### src/isd_pkg.sv
// Constants, types and register map of the slave data and time-out block
package isd_pkg;

   ////////////////////////////////////////////////////////////////////////
   // Register indices on the plain register port
   localparam logic [2:0] ADDR_BYTE_BUFFER = 3'h0;
   localparam logic [2:0] ADDR_OWN_ADDRESS = 3'h1;
   localparam logic [2:0] ADDR_PRIMARY_CTRL = 3'h2;
   localparam logic [2:0] ADDR_SLAVE_CTRL = 3'h3;
   localparam logic [2:0] ADDR_TIMEOUT_CTRL = 3'h4;
   localparam logic [2:0] ADDR_IRQ_STATUS = 3'h5;
   localparam logic [2:0] ADDR_IRQ_MASK = 3'h6;

   ////////////////////////////////////////////////////////////////////////
   // Field positions
   localparam int PRIM_ENABLE_BIT = 0;
   localparam int SCS_BUSY_BIT = 7;
   localparam int SCS_MATCH_BIT = 6;
   localparam int SCS_TXMODE_BIT = 4;
   localparam int SCS_ACKSEND_BIT = 3;
   localparam int SCS_READREQ_BIT = 2;
   localparam int SCS_ACKRX_BIT = 0;
   localparam int TOC_ENABLE_BIT = 7;
   localparam int TOC_FLAG_BIT = 6;
   localparam int IRQ_MATCH_BIT = 0;
   localparam int IRQ_BYTE_BIT = 1;
   localparam int IRQ_TOUT_BIT = 2;

   ////////////////////////////////////////////////////////////////////////
   // Reset values
   localparam logic [7:0] RST_BYTE = 8'h00;
   localparam logic [5:0] RST_TOUT_SEL = 6'h00;
   localparam logic [2:0] RST_IRQ = 3'h0;

   ////////////////////////////////////////////////////////////////////////
   // Timing: 20 MHz system clock, sub clock derived by an enable divider
   localparam int CLOCK_HZ = 20_000_000;
   localparam int SUB_CLOCK_HZ = 32_768;
   localparam int SUB_DIV_CYCLES = CLOCK_HZ / SUB_CLOCK_HZ;
   localparam logic [9:0] SUB_DIV_LAST = 10'(SUB_DIV_CYCLES - 1);
   localparam logic [4:0] TOUT_PRESCALE_LAST = 5'h1F;   // divide by 32
   localparam logic [2:0] BIT_LAST = 3'h7;

   ////////////////////////////////////////////////////////////////////////
   // Byte engine states
   typedef enum logic [3:0] {
      ST_IDLE      = 4'b0000,
      ST_ADDR      = 4'b0001,
      ST_ADDR_ACK  = 4'b0010,
      ST_ACK_HOLD  = 4'b0011,
      ST_STRETCH   = 4'b0100,
      ST_RX        = 4'b0101,
      ST_RX_ACK    = 4'b0110,
      ST_RX_ACKD   = 4'b0111,
      ST_TX        = 4'b1000,
      ST_TX_ACK    = 4'b1001,
      ST_TX_ACKD   = 4'b1010,
      ST_WAIT_STOP = 4'b1011
   } isd_state_e_t;

   // Register port request
   typedef struct packed {
      logic [2:0] addr;
      logic [7:0] wdata;
      logic wr;
      logic rd;
   } isd_reg_req_t;

   // Bus pin inputs
   typedef struct packed {
      logic scl_i;
      logic sda_i;
   } isd_pin_in_t;

   // Bus pin outputs, enables low while driving
   typedef struct packed {
      logic scl_o;
      logic scl_oe_n;
      logic sda_o;
      logic sda_oe_n;
   } isd_pin_out_t;

endpackage : isd_pkg

### src/isd_slave_timeout.sv
// Slave data phase, clock stretching and bus time-out engine
//
// Overview of operation
// - Bytes are eight bits, MSB first, only after address acknowledge.
// - Receiver drives acknowledge low after every eight data bits while ack_to_send is zero.
// - Transmitter releases data line when master does not acknowledge.
// - Received bytes go to data buffer; transmit bytes come from it.
// - As receiver, software acknowledge value is driven on ninth clock.
// - Transmitter records ninth-clock acknowledge, continues only on acknowledge.
// - After address match, clock held low until buffer write or read.
// - Time-out count starts on START plus match, cleared per clock fall.
// - Time-out when counted time passes selected period before clock fall.
// - Time-out counting stops when STOP is seen.
// - On overflow counter halts, enable clears, flag sets.
// - Time-out raises the shared slave interrupt.
// - Time-out resets engine and slave control/status; other registers kept.
// - Time-out flag set by hardware only, cleared by writing zero.
// - Period is (select plus one) times 32 sub clock periods.
// - Time-out control: bit7 enable, bit6 flag, bits5-0 period, reset zero.
// - Matching address sets flag, stores read bit, acknowledges, interrupts.
`timescale 1ns/100ps
module isd_slave_timeout (
   // Clock and reset
   input wire logic clock,
   input wire logic reset_n,
   // Register port
   input wire isd_pkg::isd_reg_req_t reg_req,
   output logic [7:0] reg_rdata,
   // Bus pins
   input wire isd_pkg::isd_pin_in_t pin_in,
   output isd_pkg::isd_pin_out_t pin_out,
   // Interrupt
   output logic irq
);

   ////////////////////////////////////////////////////////////////////////
   // Whole module state
   typedef struct packed {
      logic scl_s1, scl_s2, scl_s3;
      logic sda_s1, sda_s2, sda_s3;
      isd_pkg::isd_state_e_t state;
      logic [7:0] shift;
      logic [2:0] bit_cnt;
      logic [7:0] byte_buffer_reg;
      logic [7:0] own_address_reg;
      logic [7:0] serial_primary_ctrl_reg;
      logic bus_busy;
      logic address_match_flag;
      logic transmit_mode;
      logic ack_to_send;
      logic master_read_request;
      logic ack_received_flag;
      logic stretch;
      logic serviced;
      logic timeout_enable;
      logic timeout_flag;
      logic [5:0] timeout_period_select;
      logic tout_run;
      logic [9:0] sub_div;
      logic [4:0] prescale;
      logic [5:0] units;
      logic [2:0] irq_status;
      logic [2:0] irq_mask;
      logic [7:0] rdata;
      isd_pkg::isd_pin_out_t pins;
      logic irq;
   } isd_regs_t;

   isd_regs_t s_q;
   isd_regs_t s_d;

   // Bus condition decode from synchronised pins
   logic scl_rise;
   logic scl_fall;
   logic start_det;
   logic stop_det;
   logic sub_tick;
   logic [7:0] rx_byte;

   assign scl_rise = s_q.scl_s2 & ~s_q.scl_s3;
   assign scl_fall = ~s_q.scl_s2 & s_q.scl_s3;
   assign start_det = s_q.scl_s2 & s_q.scl_s3 & ~s_q.sda_s2 & s_q.sda_s3;
   assign stop_det = s_q.scl_s2 & s_q.scl_s3 & s_q.sda_s2 & ~s_q.sda_s3;
   assign sub_tick = (s_q.sub_div == isd_pkg::SUB_DIV_LAST);
   assign rx_byte = {s_q.shift[6:0], s_q.sda_s2};

   ////////////////////////////////////////////////////////////////////////
   // Next state
   always_comb begin
      s_d = s_q;
      s_d.rdata = isd_pkg::RST_BYTE;
      s_d.pins.scl_o = 1'b0;
      s_d.pins.sda_o = 1'b0;
      // Two flop synchronisers plus edge history
      s_d.scl_s1 = pin_in.scl_i;
      s_d.scl_s2 = s_q.scl_s1;
      s_d.scl_s3 = s_q.scl_s2;
      s_d.sda_s1 = pin_in.sda_i;
      s_d.sda_s2 = s_q.sda_s1;
      s_d.sda_s3 = s_q.sda_s2;

      // Register writes
      if (reg_req.wr) begin
         case (reg_req.addr)
            isd_pkg::ADDR_BYTE_BUFFER: begin
               s_d.byte_buffer_reg = reg_req.wdata;
               if (s_q.stretch && s_q.transmit_mode &&
                  s_q.state != isd_pkg::ST_STRETCH) begin
                  // Early service in the acknowledge clock: no stretch
                  s_d.serviced = 1'b1;
               end else if (s_q.stretch && s_q.transmit_mode) begin
                  s_d.shift = reg_req.wdata;
                  s_d.pins.sda_oe_n = reg_req.wdata[7];
                  s_d.bit_cnt = 3'h0;
                  s_d.stretch = 1'b0;
                  s_d.pins.scl_oe_n = 1'b1;
                  s_d.state = isd_pkg::ST_TX;
               end
            end
            isd_pkg::ADDR_OWN_ADDRESS: begin
               s_d.own_address_reg = reg_req.wdata;
            end
            isd_pkg::ADDR_PRIMARY_CTRL: begin
               s_d.serial_primary_ctrl_reg = reg_req.wdata;
            end
            isd_pkg::ADDR_SLAVE_CTRL: begin
               s_d.transmit_mode = reg_req.wdata[isd_pkg::SCS_TXMODE_BIT];
               s_d.ack_to_send = reg_req.wdata[isd_pkg::SCS_ACKSEND_BIT];
            end
            isd_pkg::ADDR_TIMEOUT_CTRL: begin
               s_d.timeout_enable = reg_req.wdata[isd_pkg::TOC_ENABLE_BIT];
               s_d.timeout_period_select = reg_req.wdata[5:0];
               if (!reg_req.wdata[isd_pkg::TOC_FLAG_BIT]) begin
                  s_d.timeout_flag = 1'b0;
               end
            end
            isd_pkg::ADDR_IRQ_MASK: begin
               s_d.irq_mask = reg_req.wdata[2:0];
            end
            default: begin
            end
         endcase
      end

      // Register reads and their side effects
      if (reg_req.rd) begin
         case (reg_req.addr)
            isd_pkg::ADDR_BYTE_BUFFER: begin
               s_d.rdata = s_q.byte_buffer_reg;
               if (s_q.stretch && !s_q.transmit_mode &&
                  s_q.state != isd_pkg::ST_STRETCH) begin
                  // Dummy read before the stretch began
                  s_d.serviced = 1'b1;
               end else if (s_q.stretch && !s_q.transmit_mode) begin
                  s_d.stretch = 1'b0;
                  s_d.pins.scl_oe_n = 1'b1;
                  s_d.bit_cnt = 3'h0;
                  s_d.state = isd_pkg::ST_RX;
               end
            end
            isd_pkg::ADDR_OWN_ADDRESS: s_d.rdata = s_q.own_address_reg;
            isd_pkg::ADDR_PRIMARY_CTRL: begin
               s_d.rdata = s_q.serial_primary_ctrl_reg;
            end
            isd_pkg::ADDR_SLAVE_CTRL: begin
               s_d.rdata = {s_q.bus_busy, s_q.address_match_flag, 1'b0,
                  s_q.transmit_mode, s_q.ack_to_send,
                  s_q.master_read_request, 1'b0, s_q.ack_received_flag};
            end
            isd_pkg::ADDR_TIMEOUT_CTRL: begin
               s_d.rdata = {s_q.timeout_enable, s_q.timeout_flag,
                  s_q.timeout_period_select};
            end
            isd_pkg::ADDR_IRQ_STATUS: begin
               s_d.rdata = {5'h00, s_q.irq_status};
               s_d.irq_status = isd_pkg::RST_IRQ;
            end
            isd_pkg::ADDR_IRQ_MASK: s_d.rdata = {5'h00, s_q.irq_mask};
            default: s_d.rdata = isd_pkg::RST_BYTE;
         endcase
      end

      // Bus engine; bus events come after clears so a set wins
      if (!s_q.serial_primary_ctrl_reg[isd_pkg::PRIM_ENABLE_BIT]) begin
         s_d.state = isd_pkg::ST_IDLE;
         s_d.pins.scl_oe_n = 1'b1;
         s_d.pins.sda_oe_n = 1'b1;
         s_d.stretch = 1'b0;
         s_d.bus_busy = 1'b0;
         s_d.tout_run = 1'b0;
      end else if (start_det) begin
         s_d.state = isd_pkg::ST_ADDR;
         s_d.bit_cnt = 3'h0;
         s_d.bus_busy = 1'b1;
         s_d.serviced = 1'b0;
         s_d.address_match_flag = 1'b0;
         s_d.pins.sda_oe_n = 1'b1;
      end else if (stop_det) begin
         s_d.state = isd_pkg::ST_IDLE;
         s_d.bus_busy = 1'b0;
         s_d.stretch = 1'b0;
         s_d.tout_run = 1'b0;
         s_d.pins.scl_oe_n = 1'b1;
         s_d.pins.sda_oe_n = 1'b1;
      end else begin
         case (s_q.state)
            isd_pkg::ST_ADDR: begin
               if (scl_rise) begin
                  s_d.shift = rx_byte;
                  s_d.bit_cnt = s_q.bit_cnt + 3'h1;
                  if (s_q.bit_cnt == isd_pkg::BIT_LAST) begin
                     if (rx_byte[7:1] == s_q.own_address_reg[7:1]) begin
                        s_d.address_match_flag = 1'b1;
                        s_d.master_read_request = rx_byte[0];
                        s_d.irq_status[isd_pkg::IRQ_MATCH_BIT] = 1'b1;
                        s_d.stretch = 1'b1;
                        s_d.tout_run = s_q.timeout_enable;
                        s_d.state = isd_pkg::ST_ADDR_ACK;
                     end else begin
                        s_d.state = isd_pkg::ST_IDLE;
                     end
                  end
               end
            end
            isd_pkg::ST_ADDR_ACK: begin
               if (scl_fall) begin
                  s_d.pins.sda_oe_n = 1'b0;
                  s_d.state = isd_pkg::ST_ACK_HOLD;
               end
            end
            isd_pkg::ST_ACK_HOLD: begin
               if (scl_fall) begin
                  s_d.pins.sda_oe_n = 1'b1;
                  s_d.pins.scl_oe_n = 1'b0;
                  s_d.state = isd_pkg::ST_STRETCH;
                  if (s_d.serviced) begin
                     // Already serviced: no stretch, go straight on
                     s_d.serviced = 1'b0;
                     s_d.stretch = 1'b0;
                     s_d.pins.scl_oe_n = 1'b1;
                     s_d.bit_cnt = 3'h0;
                     s_d.state = isd_pkg::ST_RX;
                     if (s_q.transmit_mode) begin
                        s_d.shift = s_d.byte_buffer_reg;
                        s_d.pins.sda_oe_n = s_d.byte_buffer_reg[7];
                        s_d.state = isd_pkg::ST_TX;
                     end
                  end
               end
            end
            isd_pkg::ST_RX: begin
               if (scl_rise) begin
                  s_d.shift = rx_byte;
                  s_d.bit_cnt = s_q.bit_cnt + 3'h1;
                  if (s_q.bit_cnt == isd_pkg::BIT_LAST) begin
                     s_d.byte_buffer_reg = rx_byte;
                     s_d.irq_status[isd_pkg::IRQ_BYTE_BIT] = 1'b1;
                     s_d.state = isd_pkg::ST_RX_ACK;
                  end
               end
            end
            isd_pkg::ST_RX_ACK: begin
               if (scl_fall) begin
                  s_d.pins.sda_oe_n = s_q.ack_to_send;
                  s_d.state = isd_pkg::ST_RX_ACKD;
               end
            end
            isd_pkg::ST_RX_ACKD: begin
               if (scl_fall) begin
                  s_d.pins.sda_oe_n = 1'b1;
                  s_d.bit_cnt = 3'h0;
                  s_d.state = isd_pkg::ST_RX;
               end
            end
            isd_pkg::ST_TX: begin
               if (scl_fall) begin
                  if (s_q.bit_cnt == isd_pkg::BIT_LAST) begin
                     s_d.pins.sda_oe_n = 1'b1;
                     s_d.state = isd_pkg::ST_TX_ACK;
                  end else begin
                     s_d.pins.sda_oe_n = s_q.shift[6];
                     s_d.shift = {s_q.shift[6:0], 1'b0};
                     s_d.bit_cnt = s_q.bit_cnt + 3'h1;
                  end
               end
            end
            isd_pkg::ST_TX_ACK: begin
               if (scl_rise) begin
                  s_d.ack_received_flag = s_q.sda_s2;
                  s_d.irq_status[isd_pkg::IRQ_BYTE_BIT] = 1'b1;
                  s_d.state = isd_pkg::ST_TX_ACKD;
               end
            end
            isd_pkg::ST_TX_ACKD: begin
               if (scl_fall) begin
                  if (!s_q.ack_received_flag) begin
                     s_d.shift = s_q.byte_buffer_reg;
                     s_d.pins.sda_oe_n = s_q.byte_buffer_reg[7];
                     s_d.bit_cnt = 3'h0;
                     s_d.state = isd_pkg::ST_TX;
                  end else begin
                     s_d.pins.sda_oe_n = 1'b1;
                     s_d.state = isd_pkg::ST_WAIT_STOP;
                  end
               end
            end
            isd_pkg::ST_IDLE, isd_pkg::ST_STRETCH,
            isd_pkg::ST_WAIT_STOP: begin
            end
            default: s_d.state = isd_pkg::ST_IDLE;
         endcase
      end

      // Time-out counter: sub clock enable, divide by 32, period units
      if (!s_d.timeout_enable || !s_d.tout_run) begin
         s_d.sub_div = 10'h000;
         s_d.prescale = 5'h00;
         s_d.units = 6'h00;
      end else if (scl_fall) begin
         s_d.sub_div = 10'h000;
         s_d.prescale = 5'h00;
         s_d.units = 6'h00;
      end else begin
         s_d.sub_div = sub_tick ? 10'h000 : s_q.sub_div + 10'h001;
         if (sub_tick) begin
            s_d.prescale = s_q.prescale + 5'h01;
            if (s_q.prescale == isd_pkg::TOUT_PRESCALE_LAST) begin
               if (s_q.units == s_q.timeout_period_select) begin
                  s_d.timeout_enable = 1'b0;
                  s_d.timeout_flag = 1'b1;
                  s_d.tout_run = 1'b0;
                  s_d.sub_div = 10'h000;
                  s_d.prescale = 5'h00;
                  s_d.units = 6'h00;
                  s_d.irq_status[isd_pkg::IRQ_TOUT_BIT] = 1'b1;
                  s_d.state = isd_pkg::ST_IDLE;
                  s_d.pins.scl_oe_n = 1'b1;
                  s_d.pins.sda_oe_n = 1'b1;
                  s_d.stretch = 1'b0;
                  s_d.bus_busy = 1'b0;
                  s_d.address_match_flag = 1'b0;
                  s_d.transmit_mode = 1'b0;
                  s_d.ack_to_send = 1'b0;
                  s_d.master_read_request = 1'b0;
                  s_d.ack_received_flag = 1'b0;
               end else begin
                  s_d.units = s_q.units + 6'h01;
               end
            end
         end
      end

      // Level interrupt from unmasked sticky events
      s_d.irq = |(s_d.irq_status & s_d.irq_mask);
   end

   ////////////////////////////////////////////////////////////////////////
   // State register
   always_ff @(posedge clock or negedge reset_n) begin
      if (!reset_n) begin
         s_q <= '0;
         s_q.scl_s1 <= 1'b1;
         s_q.scl_s2 <= 1'b1;
         s_q.scl_s3 <= 1'b1;
         s_q.sda_s1 <= 1'b1;
         s_q.sda_s2 <= 1'b1;
         s_q.sda_s3 <= 1'b1;
         s_q.state <= isd_pkg::ST_IDLE;
         s_q.timeout_period_select <= isd_pkg::RST_TOUT_SEL;
         s_q.pins.scl_oe_n <= 1'b1;
         s_q.pins.sda_oe_n <= 1'b1;
      end else begin
         s_q <= s_d;
      end
   end

   // Outputs straight from the state register
   assign reg_rdata = s_q.rdata;
   assign pin_out = s_q.pins;
   assign irq = s_q.irq;

endmodule : isd_slave_timeout

### config.mk
export PLATFORM = sky130hd
export DESIGN_NAME = isd_slave_timeout
export DESIGN_NICKNAME = d
export VERILOG_FILES = /design/src/isd_pkg.sv /design/src/isd_slave_timeout.sv
export SDC_FILE = /design/constraint.sdc
export NUM_CORES = 1
export LEC_CHECK = 0
export ABC_AREA = 1
export ABC_CLOCK_PERIOD_IN_PS = 3100
export BUFFER_PORTS_ARGS = -buffer_cell sky130_fd_sc_hd__buf_2
export CAP_MARGIN = 5
export CORE_UTILIZATION = 60
export CTS_BUF_LIST = sky130_fd_sc_hd__clkbuf_8
export DETAILED_ROUTE_END_ITERATION = 10
export PLACE_DENSITY = 0.78
export REMOVE_ABC_BUFFERS = 1
export SLEW_MARGIN = 20
export SYNTH_ARGS = -nofsm -noshare
export SYNTH_HDL_FRONTEND = slang
export SYNTH_SLANG_ARGS = --single-unit
export TNS_END_PERCENT = 100
### constraint.sdc
create_clock -name clock -period 3.1 [get_ports clock]
set_input_delay 0.31 -clock clock [delete_from_list [all_inputs] [get_ports clock]]
set_output_delay 0.31 -clock clock [all_outputs]
set_load 0.05 [all_outputs]
==> results of run 1 <==
-- worst max-delay path by stage --
| stage | cells after the start | endpoint | slack (ns) |
|---|---|---|---|
| after global routing | 7 | s_q[28] | 0.50 |
| final | 7 | s_q[27] | 0.76 |
| after global placement | 8 | s_q[27] | 0.89 |
| after floorplan | 8 | s_q[25] | 1.17 |
| after detailed placement | 8 | s_q[28] | 0.77 |
| after CTS | 8 | s_q[27] | 0.73 |
-- sequential cells by signal (all words and copies together), names as in the netlist --
name       flops
s_q           77
reg_rdata      8
rx_byte        8
s_d            3
pin_out        2
irq            1
-- power groups by stage --
stage | logic [mW] | registers (mW) | clock network, mW
final | 0.399 | 1.50 | 0.798
after global routing | 0.447 | 1.51 | 0.857
after CTS | 0.391 | 1.50 | 0.813
after detailed placement | 0.389 | 1.52 | 0
after global placement | 0.383 | 1.52 | 0
after floorplan | 0.231 | 1.52 | 0
-- cell families (layout without fill, tap and decap cells) --
logic type      count (synthesis)  after routing  synth area share, %
buf+inv                       125            147                9.523
compound gates                138            138                13.63
other cells                     1              2              0.06622
xor+xnor                       13             13                2.011
fa+ha+maj                       7              7                1.547
simple gates                  375            375                29.30
flops                          99             99                43.92
-- worst register-to-register path: cells and delay by family (launching register included) --
kind	cells	cell delay, ns
simple gates	5	1.24
flops	1	0.52
compound gates	2	0.47
-- layout by cell type, fill, tap and decap left out, drive strengths merged, types with 2 or more instances in the layout --
cell type    instances
a211oi               2
a21oi               24
a221oi               6
a22oi                9
a31oi                3
and3                 2
buf                 29
clkbuf               9
clkinv               4
conb                 2
dfrtp               91
dfstp                8
dlygate4sd3          3
ha                   7
inv                102
nand2              215
nand3               37
nand3b               2
nand4               13
nor2                88
nor3                17
o21ai               85
o22ai                5
xnor2                3
xor2                10
-- area by class of cell --
class                      count  area, um2
inverter                      99      371.6
timing repair buffer          32      186.4
clock inverter                 7      63.81
tap                          111      138.9
clock buffer                   9      123.9
multi-input combinational    535       2640
fill                         803       3184
sequential                    99       2487
-- per-layer routing --
| layer | wire [um] | vias to the layer above | share of wire, % |
|---|---|---|---|
| met1 | 6294 | 2341 | 42 |
| met3 | 1303 | 38 | 8.8 |
| met5 | 0 | - | 0 |
| li1 | - | 2474 | - |
| met4 | 487 | 0 | 3.3 |
| met2 | 6730 | 252 | 45 |
==> results.toml, run 1 <==
[setup_path]
worstPathCellList = "nor2_1 -> o21ai_0 -> nor3_2 -> nand3_2 -> nand2_4 -> nand4_2 -> o21ai_0"
reg2reg_depth = 7
startpoint = "s_q[95]"
cp_max_fo = 13
slowest_delay_ns = 0.52
r2r_start = "s_q[95]"
crit_slowest_cell = "dfrtp_1"
worstSetupPathType = "reg2reg"
crit_path_start_kind = "flip-flop"
arrival_ns = 2.62
cp.required_ns = 3.39
cpMostUsedCell = "o21ai_0"
cpLargestDelayFamily = "simple AND/OR/NAND/NOR gates"
r2r_slack_ns = 0.76
reg2reg_to = "s_q[27]"
critPathCaptureType = "flip-flop"
crit_buf_inv = 0

[pwr]
pwr-share-seq_pct = 55.6
combPwrFrac_pct = 14.8
power_mw = 2.699
switching_power_uw = 873.1
leakagePower_nw = 2.929
switching_share_pct = 32.35
ir_worst_vdd_mv = 0.4516
power_frac_clock_pct = 29.6
p_int_mw = 1.826
powerDensity_mw_per_mm2 = 449.0

[min_path]
min_path_cells = 3
hp-class = "in2reg"
min_to = "s_q[47]"
min_from = "reg_req[8]"

[place]
dp_slack_ns = 0.7748
dp_hpwl_um = 11000
dpl_cell_area_mm2 = 0.005791
gp_congestion = 0.9558
place_inst = 873
io_buffers = 27

[logic_synthesis]
synth.largest_area_cell = "dfrtp_1"
synthArstFlopShare_pct = 100.0
synth.distinct_cells = 44
syn_inst = 758
ys_ff_latch = 99
ys.warnings.count = 0
synth_common_cells = "nand2_1, inv_1, dfrtp_1"
syn_avg_cell_area_um2 = 7.471
yosysMostFrequentCell = "nand2_1"
seq_area_frac_synth_pct = 43.92
syn_area_mm2 = 0.005663
synth_area_leaders = "dfrtp_1, nand2_1, o21ai_0"
synth_top_area_share_pct = 40.21
synth-edff-count = 0
synth_ff_type = "dfrtp_1"

[run]
cap_violations = 0

[timing]
fmax_mhz = 428.0
slew_viol_final = 0
post-route-period-util_pct = 75.37
worst_clock_skew_ns = 0.01251
worstMarginPinSlew_ns = 0.7528
holdWs_ns = 0.2502
final_hold_viol_count = 0
setup_tns_ns = 0
layout_min_cycle_time_ns = 2.337
rsz0062_at_grt = "false"
finalSetupViolCount = 0
setup_ws_ns = 0.7634
timing.slew.headroom_pct = 49.81

[detailed_routing]
wl_per_cell_um = 16.61
drc = 0
first_iter_violations = 486
via_per_inst = 5.723
wl_um = 14820
dr_total_vias = 5105
ant_nets = 0
first_pass_iters = 5

[global_routing]
grt_pass1_vias = 4653
grt_use_met3_pct = 7.027
grtUsageMet2_pct = 48.90
grt-busiest-layer = "met2"
antenna_found_initial = 0
grt_pass1_wl_um = 23810
grt_overflow = 0
grt_max_degree = 82
gr-usage-met1_pct = 43.75
grt_usage_pct = 31.76

[layout]
drive_gt1_share_pct = 11.65
antenna_cells = 0
syn_to_final_growth_pct = 6.164
utilization_pct = 65.37
design_area_mm2 = 0.006012
post_layout_nonfiller_instances = 892
nets = 800

[floorplan]
die_width_um = 99.15
initial_core_util_pct = 61.58
coreArea_mm2 = 0.009196
die_height_um = 99.15
io_pins = 30
num_rows = 35
die-area_mm2 = 0.009831

[cts]
cts_max_level = 3
insertion_delay_ns = 0.39
clk_pin_slew_ns = 0.10
cts_buffers = 9
cts_root_buffer = "clkbuf_8"
clock_sinks = 99
cts_tree = "built"
clock_path_buffers = 2
post_cts_buffers = 0
ctsResizeCount = 0
cts_hold_buf = 1

[run_status]
outcome = "finished, final reports clean"
No activity file was read; power rests on OpenSTA's default activity.
==> inputs of run 2 (changes only) <==
Settings changed: ABC_CLOCK_PERIOD_IN_PS 3100 to 2000, CORE_UTILIZATION 60 to 58, PLACE_DENSITY 0.78 to 0.79.
Clock period 3.1 ns to 2 ns, I/O delays scaled along.
==> results.toml, run 2 (synthesis gave the netlist of run 1 again) <==
[cts]
cts_root_buffer = "clkbuf_8"
insertion_delay_ns = 0.37
cts_buffers = 9
cts_tree = "built"
clock_path_buffers = 2
cts_max_level = 3
clk_pin_slew_ns = 0.10
clock_sinks = 99

[timing]
finalSetupViolCount = 0
setup_tns_ns = 0
final_hold_viol_count = 0
timing.slew.headroom_pct = 64.02
layout_min_cycle_time_ns = 1.878
holdWs_ns = 0.1133
post-route-period-util_pct = 93.88
fmax_mhz = 532.6
worst_clock_skew_ns = 0.01363
slew_viol_final = 0
rsz0062_at_grt = "true"
worstMarginPinSlew_ns = 0.5384

[run_status]
outcome = "finished, final reports clean"

[global_routing]
grt_use_met3_pct = 7.767
grt_usage_pct = 32.26
grt_max_degree = 38
antenna_found_initial = 0
grt-busiest-layer = "met2"
gr-usage-met1_pct = 40.52
grt_pass1_wl_um = 24940
grtUsageMet2_pct = 53.27
grt_overflow = 0
grt_pass1_vias = 5111

[floorplan]
num_rows = 35
die_width_um = 100.8
coreArea_mm2 = 0.009328
die-area_mm2 = 0.01016
io_pins = 30
die_height_um = 100.8
initial_core_util_pct = 60.71

[setup_path]
arrival_ns = 2.15
cp_max_fo = 14
reg2reg_to = "irq"
cp.required_ns = 2.28
crit_buf_inv = 2
worstPathCellList = "ha_1 -> ha_1 -> nand2_2 -> nor3_4 -> buf_4 -> nand3_4 -> nand4_2 -> buf_12 -> nand2_1 -> nand2_1 -> nand2_1"
critPathCaptureType = "flip-flop"
crit_slowest_cell = "dfrtp_1"
r2r_start = "s_q[81]"
cpMostUsedCell = "nand2_1"
reg2reg_depth = 11
cpLargestDelayFamily = "simple AND/OR/NAND/NOR gates"
r2r_slack_ns = 0.12
slowest_delay_ns = 0.39
crit_path_start_kind = "flip-flop"
worstSetupPathType = "reg2reg"

[run]
cap_violations = 0

[pwr]
combPwrFrac_pct = 15.5
power_frac_clock_pct = 31.6
ir_worst_vdd_mv = 0.5732
p_int_mw = 3.022
switching_power_mw = 1.334
leakagePower_nw = 3.133
powerDensity_mw_per_mm2 = 681.2
pwr-share-seq_pct = 52.9
switching_share_pct = 30.62

[detailed_routing]
dr_total_vias = 5362
first_pass_iters = 5
first_iter_violations = 515
drc = 0
ant_nets = 0
via_per_inst = 5.686
wl_um = 15320
wl_per_cell_um = 16.25

[layout]
largest_register_ffs = 77
mostFrequentLayoutCells = "nand2_1, inv_1, dfrtp_1"
antenna_cells = 0
nets = 833
final_common_cell = "nand2_1"
syn_to_final_growth_pct = 12.93
regMostFlops = "s_q"
drive_gt1_share_pct = 16.22

[place]
io_buffers = 27
dp_hpwl_um = 11460
gp_congestion = 0.9822

[min_path]
min_from = "reg_req[8]"
min_to = "s_q[47]"
min_path_cells = 3
hp-class = "in2reg"
-- run 2: how the worst max path moves through the flow --
stage / start / to / slack [ns] / cells past startpoint
after floorplan: s_d[99] / s_q[25] / 0.07 / 8
after global placement: s_d[99] / irq / 0.08 / 10
after detailed placement: s_d[99] / irq / -0.02 / 10
after CTS: s_q[81] / s_q[23] / 0.006 / 8
after global routing: s_q[81] / irq / -0.009 / 11
final: s_q[81] / irq / 0.12 / 11
-- run 2: area by class of cell --
type | instances | area [um2]
Clock inverter | 6 | 78.83
Clock buffer | 10 | 137.6
Inverter | 99 | 371.6
Tap cell | 129 | 161.4
Multi-Input combinational cell | 535 | 2689
Sequential cell | 99 | 2489
Timing Repair Buffer | 65 | 467.9
Fill cell | 743 | 2933
-- run 2: routing by layer --
layer  vias to the layer above  share of wire (%)
li1                       2534                  -
met1                      2494                 40
met3                        47                9.1
met2                       287                 48
met4                         0                3.4
met5                         -                  0
-- run 2: what timing repair did --
action	in CTS	in global routing
gates resized for setup	1	12
pin swaps	0	2
hold endpoints to repair	26	0
hold buffers	3	0
setup endpoints to repair	1	44
setup buffers	0	4
-- run 2: metrics by stage --
step	total power, mW	util, %	setup slack [ns]	instances	instance area (um2)
2_1_floorplan	2.712	-	0.07181	733	5499
3_3_place_gp	2.962	65.06	0.08262	920	6068
3_5_place_dp	2.984	65.06	-0.01637	920	6068
4_1_cts	4.361	67.75	0.006143	939	6320
5_1_grt	4.549	68.56	-0.009133	943	6395
6_report	4.356	68.56	0.1223	943	6395
-- run 2: worst register-to-register path, cell delays in order (launching register included) --
cell and delay, ns:
dfrtp_1 0.39, ha_1 0.17, ha_1 0.20, nand2_2 0.11
nor3_4 0.18, buf_4 0.16, nand3_4 0.10, nand4_2 0.13
buf_12 0.15, nand2_1 0.08, nand2_1 0.06, nand2_1 0.05
-- run 2: power groups by stage --
stage,sequential [mW],clock [mW],combinational [mW]
floorplan,2.35,0,0.358
global placement,2.33,0,0.633
detailed placement,2.33,0,0.649
CTS,2.30,1.41,0.656
global route,2.32,1.48,0.746
finish,2.30,1.38,0.673
==> inputs of run 3 (changes only) <==
Settings changed: ABC_AREA 1 to default, CELL_PAD_IN_SITES_DETAIL_PLACEMENT from default to 0, CELL_PAD_IN_SITES_GLOBAL_PLACEMENT from default to 1, CORE_UTILIZATION 58 to 46, PLACE_DENSITY 0.79 to default, PLACE_DENSITY_LB_ADDON from default to 0.25.
==> results.toml, run 3 <==
[run_status]
outcome = "finished, violations left"
violations = "setup timing"

[cts]
insertion_delay_ns = 0.39
clk_pin_slew_ns = 0.10
clock_sinks = 99
cts_root_buffer = "clkbuf_8"
cts_tree = "built"
cts_buffers = 9
clock_path_buffers = 2
cts_max_level = 3

[logic_synthesis]
synthArstFlopShare_pct = 100.0
synth_top_area_share_pct = 40.19
yosysMostFrequentCell = "dfrtp_1"
synth_area_leaders = "dfrtp_1, mux2_2, mux2i_1"
synth.distinct_cells = 69
ys_ff_latch = 99
ys.warnings.count = 0
synth_ff_type = "dfrtp_1"
syn_inst = 554
synth_common_cells = "dfrtp_1, nand2_1, mux2_2"
syn_avg_cell_area_um2 = 10.23
synth-edff-count = 0
seq_area_frac_synth_pct = 43.89
syn_area_mm2 = 0.005667
synth.largest_area_cell = "dfrtp_1"

[timing]
fmax_mhz = 423.9
rsz0062_at_grt = "true"
worstMarginPinSlew_ns = 0.5063
timing.slew.headroom_pct = 65.94
final_hold_viol_count = 0
worst_clock_skew_ns = 0.01356
setup_ws_ns = -0.3590
setup_tns_ns = -10.21
post-route-period-util_pct = 117.9
finalSetupViolCount = 48
slew_viol_final = 0
layout_min_cycle_time_ns = 2.359

[pwr]
switching_power_mw = 1.481
switching_share_pct = 31.04
p_int_mw = 3.290
combPwrFrac_pct = 22.6
pwr-share-seq_pct = 49.9
leakagePower_nw = 3.259
powerDensity_mw_per_mm2 = 640.7
ir_worst_vdd_mv = 0.6866
power_frac_clock_pct = 27.5

[setup_path]
cp.required_ns = 2.28
cp_max_fo = 9
arrival_ns = 2.64
worstSetupPathType = "reg2reg"
critPathCaptureType = "flip-flop"
crit_path_start_kind = "flip-flop"

[place]
dp_slack_ns = -0.4445
dp_hpwl_um = 12040
io_buffers = 27
gp_congestion = 0.8887

[detailed_routing]
wl_um = 16760
ant_nets = 0
first_pass_iters = 5
drc = 0
dr_total_vias = 4970
first_iter_violations = 341
via_per_inst = 5.974
wl_per_cell_um = 20.14

[layout]
syn_to_final_growth_pct = 31.42
regMostFlops = "s_q"
mostFrequentLayoutCells = "buf_4, dfrtp_1, nand2_1"
antenna_cells = 0
largest_register_ffs = 77
final_common_cell = "buf_4"
utilization_pct = 62.00
nets = 704
drive_gt1_share_pct = 41.61

[floorplan]
die_width_um = 113.0
die-area_mm2 = 0.01277
initial_core_util_pct = 47.18
num_rows = 40
coreArea_mm2 = 0.01201
die_height_um = 113.0
io_pins = 30

[min_path]
hp-class = "in2reg"

[global_routing]
grt_pass1_wl_um = 26010
grt_overflow = 0
grt_usage_pct = 26.92
grt_pass1_vias = 4874
antenna_found_initial = 0
grt_max_degree = 41

[run]
cap_violations = 0
## run 3: final cells by class
class / instances / area, um2
fillers: 1031 / 4564
well taps: 147 / 183.9
clock inverters: 7 / 68.82
repair buffers: 162 / 1282
multi-input cells: 400 / 3269
clock buffers: 9 / 123.9
inverters: 8 / 30.03
flip-flops and latches: 99 / 2489
## run 3: cells by family after synthesis
family,after synthesis,share of synthesized area [%]
muxes,61,12.52
xor gates and xnor gates,22,3.400
buffers and inverters,56,4.924
DFF,99,43.89
AOI/OAI and AO/OA,122,15.04
adders and majority gates,7,1.546
and+or+nand+nor,186,18.61
other,1,0.06618
## run 3: power groups by stage
| stage | combinational, mW | sequential [mW] | clock, mW |
|---|---|---|---|
| floorplan | 0.486 | 2.43 | 0 |
| global placement | 0.985 | 2.40 | 0 |
| detailed placement | 1.00 | 2.41 | 0 |
| CTS | 1.05 | 2.38 | 1.34 |
| global route | 1.17 | 2.40 | 1.40 |
| finish | 1.08 | 2.38 | 1.31 |
## run 3: final timing paths
| kind | startpoint | to | slack, ns | cells past startpoint |
|---|---|---|---|---|
| min in group asynchronous | reset_n | s_q[95] | 0.29 | 2 |
| setup / recovery | s_q[81] | s_q[95] | -0.36 | 9 |
| hold / removal | reg_req[9] | s_q[64] | 0.12 | 2 |
| max in group asynchronous | reset_n | s_q[18] | 1.09 | 3 |
| hold reg to reg | s_d[100] | s_d[99] | 0.36 | 0 |
| setup reg to reg | s_q[81] | s_q[95] | -0.36 | 9 |
## run 3: what timing repair did
item / 4_1_cts / 5_1_grt
gates resized for setup: 55 / 26
pin swaps: 10 / 14
buffers inserted: 9 / 4
setup endpoints to repair: 49 / 50
hold endpoints to repair: 25 / 0
gates cloned: 0 / 2
hold buffers: 3 / 0
## run 3: critical path, stage by stage (launching register included)
cell	delay [ns]
dfrtp_1	0.37
ha_2	0.19
ha_4	0.13
nor3b_4	0.19
nand4_1	0.15
or4_4	0.48
a2111oi_4	0.32
buf_6	0.18
clkbuf_16	0.17
nor3_1	0.05
## run 3: routing by layer
layer  wire, um  up-vias  GRT usage (%)
met2       8130      161          44.49
met3        969       35          6.427
met5          0        -              0
met4        417        0          8.684
li1           -     2294              -
met1       7243     2480          35.00
## run 3: per-stage QoR
step	power, mW	area (um2)	hold slack [ns]	cells
6_report	4.771	7447	0.1231	832
5_1_grt	4.972	7447	0.1150	832
4_1_cts	4.771	7253	0.1032	828
3_5_place_dp	3.414	6693	0.1588	800
3_3_place_gp	3.390	6693	0.1584	800
2_1_floorplan	2.913	5421	-0.09559	507
